File: src/pch_pkg.sv
// Package: offsets, field positions, reset values and carriers of the config header block
package pch_pkg;

  // ------------------------------------------------------------
  // Register offsets (byte addresses)
  // ------------------------------------------------------------
  localparam logic [7:0] PCH_OFF_ID = 8'h00;
  localparam logic [7:0] PCH_OFF_CMDSTAT = 8'h04;
  localparam logic [7:0] PCH_OFF_SCRATCH = 8'h40;
  localparam logic [7:0] PCH_OFF_SIGNATURE = 8'h80;
  localparam logic [7:0] PCH_OFF_IRQ_STAT = 8'hd0;
  localparam logic [7:0] PCH_OFF_IRQ_CLR = 8'hd4;
  localparam logic [7:0] PCH_OFF_IRQ_EN = 8'hd8;

  // ------------------------------------------------------------
  // Command/status and scratch field positions
  // ------------------------------------------------------------
  localparam int PCH_B_PERR = 31;
  localparam int PCH_B_SERR = 30;
  localparam int PCH_B_MABT = 29;
  localparam int PCH_B_TABT = 28;
  localparam int PCH_B_DPR = 24;
  localparam int PCH_B_FBB = 23;
  localparam int PCH_B_NCAP = 20;
  localparam int PCH_B_SERR_EN = 8;
  localparam int PCH_B_PAR_EN = 6;
  localparam int PCH_B_MST_EN = 2;
  localparam int PCH_B_MEM_EN = 1;
  localparam int PCH_B_IO_DIS = 0;
  localparam int PCH_B_SCR_LO = 8;
  localparam logic [1:0] PCH_SEL_TIMING = 2'h1;
  localparam int PCH_B_SEL_LO = 25;
  // Reserved command/status bits: 27, 22..21, 19..9, 7, 5..3
  localparam logic [31:0] PCH_CS_RSVD_MASK = 32'h086f_feb8;

  // Reset values
  localparam logic PCH_RST_SERR_EN = 1'b1;
  localparam logic PCH_RST_PAR_EN = 1'b0;
  localparam logic PCH_RST_MST_EN = 1'b1;
  localparam logic PCH_RST_MEM_EN = 1'b1;
  localparam logic PCH_RST_IO_DIS = 1'b1;
  localparam logic [7:0] PCH_RST_SCRATCH = 8'h00;

  // Interrupt status layout: one bit per sticky event flag
  localparam int PCH_NUM_EV = 5;

  // Loader sequencing
  localparam int PCH_LOAD_CYCLES = 4;

  // ------------------------------------------------------------
  // Carriers
  // ------------------------------------------------------------
  typedef struct packed {
    logic parity_error;
    logic addr_parity_error;
    logic perr_seen;
    logic master_abort;
    logic target_abort;
  } pch_events_t;

  typedef struct packed {
    logic [15:0] device_id;
    logic [15:0] vendor_id;
  } pch_ident_t;

  typedef struct packed {
    logic system_error_response_enable;
    logic parity_response_enable;
    logic bus_master_enable;
    logic memory_space_enable;
    logic io_space_disable;
  } pch_cmd_t;

  typedef enum logic [1:0] {
    PCH_LD_IDLE = 2'b00,
    PCH_LD_WAIT = 2'b01,
    PCH_LD_DONE = 2'b10
  } pch_load_t;

endpackage

File: src/pch_config_regs.sv
// PCI configuration header registers with Avalon-MM access and event interrupt
//
// Design decision made here: register access over Avalon-MM.
`timescale 1ns/1ps
// Contract
// - EEPROM-sourced ID fields are refetched every time PCI reset deasserts.
// - Scratch byte at 40h bits 15..8 is read/write.
// - Signature word at 80h is constant; writes ignored.
// - ID word bits 31..16 return loaded device id, read-only.
// - ID word bits 15..0 return loaded vendor id, read-only.
// - Bit 31 sets on events.parity_error; an address parity error alone does not set it; resets 0.
// - Bit 30 sets when device drives system error; resets 0.
// - Bit 29 sets on master abort of own transaction; resets 0.
// - Bit 28 sets on target abort of own transaction; resets 0.
// - Bits 26..25 read fixed 01, medium select timing.
// - Bit 24 sets only on PERR seen, mastering and parity enable.
// - Bit 23 always reads 1, fast back-to-back capable.
// - Bit 20 mirrors host config register 18 bit 19, read-only.
// - Bit 8 set: address parity error asserts system error; resets 1.
// - Bit 6 zero ignores parity errors; one sets host status bit 13.
// - Bit 2 gates bus mastering; resets 1.
// - Bit 1 gates memory space response; resets 1.
// - Bit 0 is inverted I/O enable; read/write; resets 1.
module pch_config_regs #(
  parameter logic [31:0] SIGNATURE = 32'h5a5a_0001 // Arbitrary value
) (
  // Clock and reset
  input wire logic clk,
  input wire logic reset_n,
  // Avalon-MM slave
  input wire logic [7:0] address,
  input wire logic read,
  input wire logic write,
  input wire logic [3:0] byteenable,
  input wire logic [31:0] writedata,
  output logic [31:0] readdata,
  output logic waitrequest,
  // Identity from serial EEPROM loader
  input wire logic pci_reset_n,
  input wire pch_pkg::pch_ident_t eeprom_ident,
  input wire logic eeprom_valid,
  output logic eeprom_fetch,
  // Bus events from PCI core, same clock
  input wire pch_pkg::pch_events_t events,
  input wire logic device_is_master,
  input wire logic cap_list_bit,
  // Controls to the PCI core
  output pch_pkg::pch_cmd_t cmd,
  output logic serr_assert,
  output logic host_status_sys_err,
  output logic master_allowed,
  // Interrupt
  output logic irq
);
  import pch_pkg::*;

  // ------------------------------------------------------------
  // Bus handshake
  // ------------------------------------------------------------
  // One wait state per access so read data always comes from a flop.
  logic ack_ff;
  logic [31:0] rdata_ff;
  logic req;
  logic wr_take;
  logic rd_take;

  assign req = read | write;
  assign waitrequest = req & ~ack_ff;
  assign wr_take = write & ack_ff;
  assign rd_take = read & ack_ff;

  always_ff @(posedge clk or negedge reset_n) begin
    if (!reset_n) begin
      ack_ff <= 1'b0;
    end else begin
      ack_ff <= req & ~ack_ff;
    end
  end

  // Byte-lane merge for writable fields
  function automatic logic [31:0] pch_merge(input logic [31:0] old, input logic [31:0] wd,
                                            input logic [3:0] be);
    logic [31:0] r;
    r = old;
    for (int i = 0; i < 4; i++) begin
      if (be[i]) begin
        r[i*8 +: 8] = wd[i*8 +: 8];
      end
    end
    return r;
  endfunction

  // ------------------------------------------------------------
  // Identity loader
  // ------------------------------------------------------------
  // PCI reset is a pin from outside: synchronise before use.
  logic prst_s1_ff;
  logic prst_s2_ff;
  logic prst_d_ff;
  pch_load_t ld_state_ff;
  pch_ident_t ident_ff;

  always_ff @(posedge clk or negedge reset_n) begin
    if (!reset_n) begin
      prst_s1_ff <= 1'b0;
      prst_s2_ff <= 1'b0;
      prst_d_ff <= 1'b0;
    end else begin
      prst_s1_ff <= pci_reset_n;
      prst_s2_ff <= prst_s1_ff;
      prst_d_ff <= prst_s2_ff;
    end
  end

  always_ff @(posedge clk or negedge reset_n) begin
    if (!reset_n) begin
      ld_state_ff <= PCH_LD_IDLE;
    end else begin
      case (ld_state_ff)
        PCH_LD_IDLE: begin
          if (prst_s2_ff & ~prst_d_ff) begin
            ld_state_ff <= PCH_LD_WAIT;
          end
        end
        PCH_LD_WAIT: begin
          if (!prst_s2_ff) begin
            ld_state_ff <= PCH_LD_IDLE;
          end else if (eeprom_valid) begin
            ld_state_ff <= PCH_LD_DONE;
          end
        end
        PCH_LD_DONE: begin
          if (!prst_s2_ff) begin
            ld_state_ff <= PCH_LD_IDLE;
          end
        end
        default: begin
          ld_state_ff <= PCH_LD_IDLE;
        end
      endcase
    end
  end

  assign eeprom_fetch = (ld_state_ff == PCH_LD_WAIT);

  always_ff @(posedge clk or negedge reset_n) begin
    if (!reset_n) begin
      ident_ff <= '0;
    end else if (ld_state_ff == PCH_LD_WAIT && eeprom_valid) begin
      ident_ff <= eeprom_ident;
    end
  end

  // ------------------------------------------------------------
  // Command bits
  // ------------------------------------------------------------
  logic sel_cmd;
  logic [31:0] cmd_wr;

  assign sel_cmd = wr_take && address == PCH_OFF_CMDSTAT;
  assign cmd_wr = pch_merge(32'h0, writedata, byteenable);

  always_ff @(posedge clk or negedge reset_n) begin
    if (!reset_n) begin
      cmd.system_error_response_enable <= PCH_RST_SERR_EN;
      cmd.parity_response_enable <= PCH_RST_PAR_EN;
      cmd.bus_master_enable <= PCH_RST_MST_EN;
      cmd.memory_space_enable <= PCH_RST_MEM_EN;
      cmd.io_space_disable <= PCH_RST_IO_DIS;
    end else if (sel_cmd) begin
      if (byteenable[1]) begin
        cmd.system_error_response_enable <= cmd_wr[PCH_B_SERR_EN];
      end
      if (byteenable[0]) begin
        cmd.parity_response_enable <= cmd_wr[PCH_B_PAR_EN];
        cmd.bus_master_enable <= cmd_wr[PCH_B_MST_EN];
        cmd.memory_space_enable <= cmd_wr[PCH_B_MEM_EN];
        cmd.io_space_disable <= cmd_wr[PCH_B_IO_DIS];
      end
    end
  end

  assign master_allowed = cmd.bus_master_enable;
  assign serr_assert = events.addr_parity_error & cmd.system_error_response_enable;
  assign host_status_sys_err = events.parity_error & cmd.parity_response_enable;

  // ------------------------------------------------------------
  // Status flags
  // ------------------------------------------------------------
  // Set wins over a write-one-to-clear in the same cycle.
  logic [4:0] flag_ff;
  logic [4:0] flag_set;
  logic [4:0] flag_clr;

  assign flag_set[4] = events.parity_error;
  assign flag_set[3] = serr_assert;
  assign flag_set[2] = events.master_abort & device_is_master;
  assign flag_set[1] = events.target_abort & device_is_master;
  assign flag_set[0] = events.perr_seen & device_is_master & cmd.parity_response_enable;

  assign flag_clr = (sel_cmd && byteenable[3]) ?
                    {cmd_wr[PCH_B_PERR], cmd_wr[PCH_B_SERR], cmd_wr[PCH_B_MABT],
                     cmd_wr[PCH_B_TABT], cmd_wr[PCH_B_DPR]} : 5'h00;

  always_ff @(posedge clk or negedge reset_n) begin
    if (!reset_n) begin
      flag_ff <= 5'h00;
    end else begin
      flag_ff <= (flag_ff & ~flag_clr) | flag_set;
    end
  end

  // ------------------------------------------------------------
  // Scratch byte
  // ------------------------------------------------------------
  logic [7:0] scratch_ff;

  always_ff @(posedge clk or negedge reset_n) begin
    if (!reset_n) begin
      scratch_ff <= PCH_RST_SCRATCH;
    end else if (wr_take && address == PCH_OFF_SCRATCH && byteenable[1]) begin
      scratch_ff <= writedata[PCH_B_SCR_LO +: 8];
    end
  end

  // ------------------------------------------------------------
  // Interrupt status, clear and enable
  // ------------------------------------------------------------
  logic [PCH_NUM_EV-1:0] ev_stat_ff;
  logic [PCH_NUM_EV-1:0] ev_en_ff;
  logic [PCH_NUM_EV-1:0] ev_clr;
  logic [PCH_NUM_EV-1:0] nxt_ev_stat;
  logic [PCH_NUM_EV-1:0] nxt_ev_en;

  assign ev_clr = (wr_take && address == PCH_OFF_IRQ_CLR) ? writedata[PCH_NUM_EV-1:0] : '0;
  assign nxt_ev_stat = (ev_stat_ff & ~ev_clr) | flag_set;
  // Irq follows an enable written at the same edge, so it never lags a mask change
  assign nxt_ev_en = (wr_take && address == PCH_OFF_IRQ_EN) ? writedata[PCH_NUM_EV-1:0] :
                     ev_en_ff;

  always_ff @(posedge clk or negedge reset_n) begin
    if (!reset_n) begin
      ev_stat_ff <= '0;
    end else begin
      ev_stat_ff <= nxt_ev_stat;
    end
  end

  always_ff @(posedge clk or negedge reset_n) begin
    if (!reset_n) begin
      ev_en_ff <= '0;
    end else if (wr_take && address == PCH_OFF_IRQ_EN) begin
      ev_en_ff <= writedata[PCH_NUM_EV-1:0];
    end
  end

  always_ff @(posedge clk or negedge reset_n) begin
    if (!reset_n) begin
      irq <= 1'b0;
    end else begin
      irq <= |(nxt_ev_stat & nxt_ev_en);
    end
  end

  // ------------------------------------------------------------
  // Read mux
  // ------------------------------------------------------------
  logic [31:0] rd_mux;

  always_comb begin
    rd_mux = 32'h0;
    case (address)
      PCH_OFF_ID: rd_mux = {ident_ff.device_id, ident_ff.vendor_id};
      PCH_OFF_CMDSTAT: begin
        rd_mux[PCH_B_PERR] = flag_ff[4];
        rd_mux[PCH_B_SERR] = flag_ff[3];
        rd_mux[PCH_B_MABT] = flag_ff[2];
        rd_mux[PCH_B_TABT] = flag_ff[1];
        rd_mux[PCH_B_SEL_LO +: 2] = PCH_SEL_TIMING;
        rd_mux[PCH_B_DPR] = flag_ff[0];
        rd_mux[PCH_B_FBB] = 1'b1;
        rd_mux[PCH_B_NCAP] = cap_list_bit;
        rd_mux[PCH_B_SERR_EN] = cmd.system_error_response_enable;
        rd_mux[PCH_B_PAR_EN] = cmd.parity_response_enable;
        rd_mux[PCH_B_MST_EN] = cmd.bus_master_enable;
        rd_mux[PCH_B_MEM_EN] = cmd.memory_space_enable;
        rd_mux[PCH_B_IO_DIS] = cmd.io_space_disable;
      end
      PCH_OFF_SCRATCH: rd_mux[PCH_B_SCR_LO +: 8] = scratch_ff;
      PCH_OFF_SIGNATURE: rd_mux = SIGNATURE;
      PCH_OFF_IRQ_STAT: rd_mux[PCH_NUM_EV-1:0] = ev_stat_ff;
      PCH_OFF_IRQ_EN: rd_mux[PCH_NUM_EV-1:0] = ev_en_ff;
      default: rd_mux = 32'h0;
    endcase
  end

  always_ff @(posedge clk or negedge reset_n) begin
    if (!reset_n) begin
      rdata_ff <= 32'h0;
    end else if (read & ~ack_ff) begin
      rdata_ff <= rd_mux;
    end
  end

  assign readdata = rdata_ff;
endmodule // pch_config_regs

File: config.mk
export PLATFORM = sky130hd
export DESIGN_NAME = pch_config_regs
export DESIGN_NICKNAME = d
export VERILOG_FILES = /design/src/pch_pkg.sv /design/src/pch_config_regs.sv
export SDC_FILE = /design/constraint.sdc
export NUM_CORES = 1
export LEC_CHECK = 0
export BUFFER_PORTS_ARGS = -buffer_cell sky130_fd_sc_hd__buf_2
export CAP_MARGIN = 20
export CORE_UTILIZATION = 45
export CTS_BUF_LIST = sky130_fd_sc_hd__clkbuf_16
export DETAILED_ROUTE_END_ITERATION = 10
export PLACE_DENSITY = 0.72
export SETUP_SLACK_MARGIN = 0.15
export SYNTH_ARGS = -nofsm -noshare
export SYNTH_HDL_FRONTEND = slang
export SYNTH_SLANG_ARGS = --single-unit
File: constraint.sdc
create_clock -name clk -period 3.01 [get_ports clk]
set_clock_uncertainty 0.1 [all_clocks]
set_input_delay 0.301 -clock clk [delete_from_list [all_inputs] [get_ports clk]]
set_output_delay 0.301 -clock clk [all_outputs]
set_load 0.05 [all_outputs]
Word level (Yosys, flattened, before mapping)
Cells that the tools add are included.
{"block": "op_classes", "addsub": 0, "multipliers": 0, "n_div": 0, "magnitude_cmp": 0, "eq_ne": 11, "n_shift": 0, "mux": 22, "bitwise": 20, "n_reduce_logical": 13}
{"operator": "== test 8 bit (second input constant)", "count": 4}
{"operator": "one-hot mux 4 bit (3 select lines)", "count": 2}
{"operator": "bitwise AND 5 bit", "count": 3}
{"operator": "two-way mux 5 bit", "count": 3}
{"operator": "one-hot mux 3 bit (5 select lines)", "count": 1}
{"operator": "one-hot mux 7 bit (2 select lines)", "count": 1}
{"operator": "one-hot mux 2 bit (3 select lines)", "count": 2}
{"operator": "bitwise AND 1 bit", "count": 10}
{"operator": "NOT 5 bit", "count": 2}
{"operator": "bitwise OR 5 bit", "count": 2}
{"operator": "== test 8 x 3 -> 1 bit (second input constant)", "count": 1}
{"operator": "== test 8 x 7 -> 1 bit (second input constant)", "count": 1}
{"operator": "logical NOT 8 bit", "count": 1}
{"operator": "two-way mux 2 bit", "count": 4}
{"operator": "two-way mux 8 bit", "count": 1}
{"operator": "one-hot mux 4 bit (2 select lines)", "count": 1}
{"operator": "logical AND 1 bit", "count": 7}
{"operator": "one-hot mux 1 bit (3 select lines)", "count": 2}
{"operator": "OR reduction 5 bit", "count": 1}
{"operator": "!= test 2 bit (second input constant)", "count": 2}
{"operator": "one-hot mux 1 bit (2 select lines)", "count": 2}
{"operator": "one-hot mux 2 bit (2 select lines)", "count": 1}
{"operator": "AND reduction 2 bit", "count": 2}
{"operator": "!= test 3 bit (second input constant)", "count": 1}
{"operator": "7 further kinds", "count": 9}
{"block": "totals", "reg_bits": 99, "latchBits": 0, "mem_bits_rw": 0, "romBits": 0, "in_bits": 89, "output_inout_bits": 43, "elab_cells": 84, "mem_count": 0}

Depth between registers and ports, before layout
{"block": "logic_depth", "word_depth": 8, "mapped_depth": 8, "mapped_depth_nobuf": 5}

Worst setup path before layout
No wires, ideal clock.
{"block": "synth_path", "path_type": "register to register", "startpoint": "reg ld_state_ff[1]", "endpoint": "reg ident_ff[10] in the netlist's numbering", "setup_time_ns": 0.125, "t_arrival_ns": 1.972, "required_ns": 2.785, "path_slack_ns": 0.813, "path_stages_with_launch": 5, "path_buffers": 1, "synth_period_minus_slack_ns": 2.197, "path_cell_list": "dfrtp_1 nor2b_1 nand2_1 buf_1 mux2_2"}
{"block": "synth_via", "elab_chain_len": 2}
{"element": "start: declaration", "line_no": "pch_config_regs.sv:100", "source": "pch_load_t ld_state_ff;"}
{"element": "start signal: assignment", "line_no": "pch_config_regs.sv:117", "source": "ld_state_ff <= PCH_LD_IDLE;"}
{"element": "start signal: assignment", "line_no": "pch_config_regs.sv:122", "source": "ld_state_ff <= PCH_LD_WAIT;"}
{"element": "start signal: assignment", "line_no": "pch_config_regs.sv:127", "source": "ld_state_ff <= PCH_LD_IDLE;"}
{"element": "== test 2 x 1 -> 1 bit"}
{"element": "named net eeprom_fetch", "line_no": "pch_config_regs.sv:42", "source": "output logic eeprom_fetch,"}
{"element": "logical AND 1 bit", "line_no": "pch_config_regs.sv:149", "source": "end else if (ld_state_ff == PCH_LD_WAIT && eeprom_valid) begin"}
{"element": "end signal: assignment", "line_no": "pch_config_regs.sv:150", "source": "ident_ff <= eeprom_ident;"}
{"element": "end: declaration", "line_no": "pch_config_regs.sv:101", "source": "pch_ident_t ident_ff;"}
The timed path passes the listed nets, and every way through them passes these cells.
A chain may end at the register's enable or synchronous reset.

Worst setup path in the final report
{"block": "layout_path", "startpoint": "reg ack_ff", "endpoint": "reg irq"}
{"block": "layout_via", "word_cells_on_any_way": 10, "classes_between": "2 x mux; 5 x bitwise; 3 x reduce/logical"}
{"element": "start: declaration", "line_no": "pch_config_regs.sv:61", "source": "logic ack_ff;"}
{"element": "start signal: assignment", "line_no": "pch_config_regs.sv:76", "source": "ack_ff <= req & ~ack_ff;"}
{"element": "bitwise AND 1 bit", "line_no": "pch_config_regs.sv:69", "source": "assign wr_take = write & ack_ff;"}
{"element": "logical AND 1 bit", "line_no": "pch_config_regs.sv:238", "source": "assign nxt_ev_en = (wr_take && address == PCH_OFF_IRQ_EN) ? writedata[PCH_NUM_EV-1:0] :"}
{"element": "two-way mux 5 bit", "line_no": "pch_config_regs.sv:238"}
{"element": "named net nxt_ev_en[3]", "line_no": "pch_config_regs.sv:233", "source": "logic [PCH_NUM_EV-1:0] nxt_ev_en;"}
{"element": "bitwise AND 5 bit", "line_no": "pch_config_regs.sv:261", "source": "irq <= |(nxt_ev_stat & nxt_ev_en);"}
{"element": "OR reduction 5 bit", "line_no": "pch_config_regs.sv:261"}
{"element": "end signal: assignment", "line_no": "pch_config_regs.sv:261"}
{"element": "end: declaration", "line_no": "pch_config_regs.sv:53", "source": "output logic irq"}
The timed path passes the listed nets, and every way through them passes these cells.

==> out/qor.yml <==
power_and_ir_drop:
  pwr-share-seq: 0.501
  p_total_w: 0.003070
  power_density_nw_per_um2: 595.7
  comb_power_share: 0.104
  netSwitchingFraction: 0.2324
  p_clk_frac: 0.394
  netSwitchingPower_w: 0.0007135
  peakVddDrop_v: 0.0003191
  leakage_nw: 2.527
  intPower_w: 0.002357
critical_path:
  r2r_start: "ack_ff"
  cp_cell_sequence: "and2_1 -> buf_4 -> and4_1 -> mux2_2 -> a222oi_1 -> nand2_1"
  start_kind: "flop"
  critPathSlowestCell: "a222oi_1"
  r2r-end: "irq"
  ff2ff_setup_slack_ps: 860
  r2r_cells: 6
  crit_arrival_ps: 2250
  criticalPathCategory: "reg2reg"
  cp_max_fo: 10
  critical_path_required_ps: 3120
  crit_buf_inv: 1
  critPathCaptureType: "flop"
  cp_slowest_stage_delay_ps: 400
  critPathTopFamily: "simple AND/OR/NAND/NOR gates"
timing:
  max_freq_mhz: 466.1
  slew_viol_final: 0
  fin_setup_tns_ps: 0
  layout_min_cycle_time_ps: 2145
  worst_pin_slew_ps: 882.3
  rsz0062_at_grt: "false"
  relSlewSlack: 0.4097
  hold_violations: 0
  setup_viol: 0
  period_share: 0.7127
hold_path:
  holdPathEnd: "ident_ff[18]"
  holdPathStages: 2
  hold_path_class: "in2reg"
  min_from: "eeprom_ident[18]"
clock_tree:
  worstSkewPairLatency_ps: 340
  cts_sinks: 99
  clk_pin_slew_ps: 70
  root_buffer: "clkbuf_16"
  htreeDepth: 3
  clock_path_buffers: 2
  cts_buffers: 9
  cts_tree: "done"
drt:
  drc: 0
  wl_um: 9545
  drt-initial-drc-count: 138
  wl_per_cell_um: 17.04
  vias: 2984
  postRouteAntennaNets: 0
  post_drt_via_cell_ratio: 5.329
  drtPass1Iterations: 4
synth:
  ys_types: 40
  syn_nets: 418
  synth_cells: 329
  yosysSeqAreaShare: 0.6049
  syn_avg_cell_area_sq_um: 12.47
  ys_ff_latch: 99
  synth_warnings: 0
  syn-cell-area_sq_um: 4104
floorplanning:
  start_util: 0.4683
  dieArea_sq_um: 9505
  die_y_um: 97.50
  die_w_um: 97.50
  pin_count: 132
  num_rows: 34
  core_region_area_sq_um: 8763
layout:
  fillers: 735
  syn_to_final_growth_pct: 25.58
  nNetsFinal: 536
  num_antenna_cells: 0
  final_common_cell: "buf_2"
  layout_common_cells: "buf_2 (116), dfrtp_1 (95), mux2_2 (51)"
  drive_above_1_share: 0.4491
grt:
  overflow: 0
  grt_usage: 0.2144
  grt_pass1_vias: 3029
  grt_max_degree: 55
  grt_pass1_wl_um: 15870
  antenna_found_initial: 0
placement:
  gp_congestion: 0.8872
  dp_hpwl_um: 6775
  port_buffers: 117
flow_run:
  max_cap_viol_count: 0
status:
  status: "completed"
## worst max path at each step
stage | end | slack (ps) | depth (start not counted) | start
6_report | irq | 860 | 6 | ack_ff
5_1_grt | irq | 710 | 6 | ack_ff
4_1_cts | irq | 840 | 6 | ack_ff
3_5_place_dp | irq | 650 | 6 | address[7]
3_3_place_gp | irq | 710 | 6 | address[7]
2_1_floorplan | ident_ff[10] | 810 | 4 | ld_state_ff[1]
## final cells by class
| class | instances | area (sq um) | area share |
|---|---|---|---|
| tap | 108 | 135.1 | 0.02622 |
| clock buffer | 9 | 225.2 | 0.04370 |
| multi-input combinational | 210 | 1539 | 0.2986 |
| clock inverter | 7 | 91.34 | 0.01772 |
| sequential | 99 | 2482 | 0.4817 |
| timing repair buffer | 127 | 680.7 | 0.1321 |
## routing by layer
layer,part of all wire,track usage,vias up
met1,0.44,0.2797,1483
met3,0.043,0.04964,9
met5,0,0,-
met2,0.50,0.3599,74
li1,-,-,1418
met4,0.011,0.05769,0
## worst register-to-register path, cell delays in order, from the launching register on
cell and delay (ps):
dfrtp_1 370, and2_1 130, buf_4 180, and4_1 350, mux2_2 390, a222oi_1 400, nand2_1 100
## registers in the layout (all words and copies together) (netlist names), 2 cells and up
name         flops
ident_ff        32
ld_state_ff      2
scratch_ff       8
cmd              4
ev_stat_ff       5
flag_ff          5
ev_en_ff         5
readdata        32
## kinds of logic (layout without fill, tap and decap cells)
group | count (synthesis) | count (layout) | synth area share
buf+inv | 20 | 143 | 0.02286
flops | 99 | 99 | 0.6049
mux | 56 | 56 | 0.1521
compound gates | 73 | 73 | 0.1171
simple gates | 81 | 81 | 0.1031
## metrics by stage
stage               setup WS (ps)  hold WS (ps)  instance area (sq um)  instances    util
floorplan                   813.1        -94.59                   4104        329       -
global placement            714.5         236.2                   4817        542  0.5497
detailed placement          645.1         241.8                   4817        542  0.5497
CTS                         842.4         82.59                   5154        560  0.5881
global route                707.6         81.37                   5154        560  0.5881
finish                      864.6         89.58                   5154        560  0.5881
## cells in the mapped netlist, drive strengths merged
master,number,area [sq um]
a21boi,2,15.01
a21o,6,45.04
a21oi,7,35.03
a221o,3,30.03
a221oi,3,26.28
a222oi,2,20.02
a22o,7,61.31
a22oi,12,90.09
a31oi,1,6.260
and2,4,25.03
and3,2,12.51
and4,1,8.760
and4b,1,10.01
buf,11,60.05
clkbuf,9,33.78
dfrtp,95,2377
dfstp,4,105.1
mux2,51,574.3
mux2i,5,50.05
nand2,43,161.4
nand2b,3,18.77
nand3,3,27.53
nand4,5,31.28
nor2,7,26.28
nor2b,1,6.260
nor3,3,20.02
nor3b,2,26.28
nor4,1,6.260
nor4b,1,15.01
o21ai,29,145.1
o22ai,1,6.260
or2,1,8.760
or3,3,18.77
## repair_timing
| item | CTS | global route |
|---|---|---|
| buffers inserted | 0 | 0 |
| hold buffers | 2 | 0 |
| resized for setup | 0 | 0 |
| endpoints found under the hold margin | 51 | 0 |
## power by group through the flow
stage | Sequential, W | Clock [W] | Combinational (W)
2_1_floorplan | 0.00156 | 0 | 0.000183
3_3_place_gp | 0.00155 | 0 | 0.000311
3_5_place_dp | 0.00156 | 0 | 0.000322
4_1_cts | 0.00154 | 0.00123 | 0.000325
5_1_grt | 0.00156 | 0.00129 | 0.000353
6_report | 0.00154 | 0.00121 | 0.000320
Note: power is estimated with default switching activity, not from simulation.
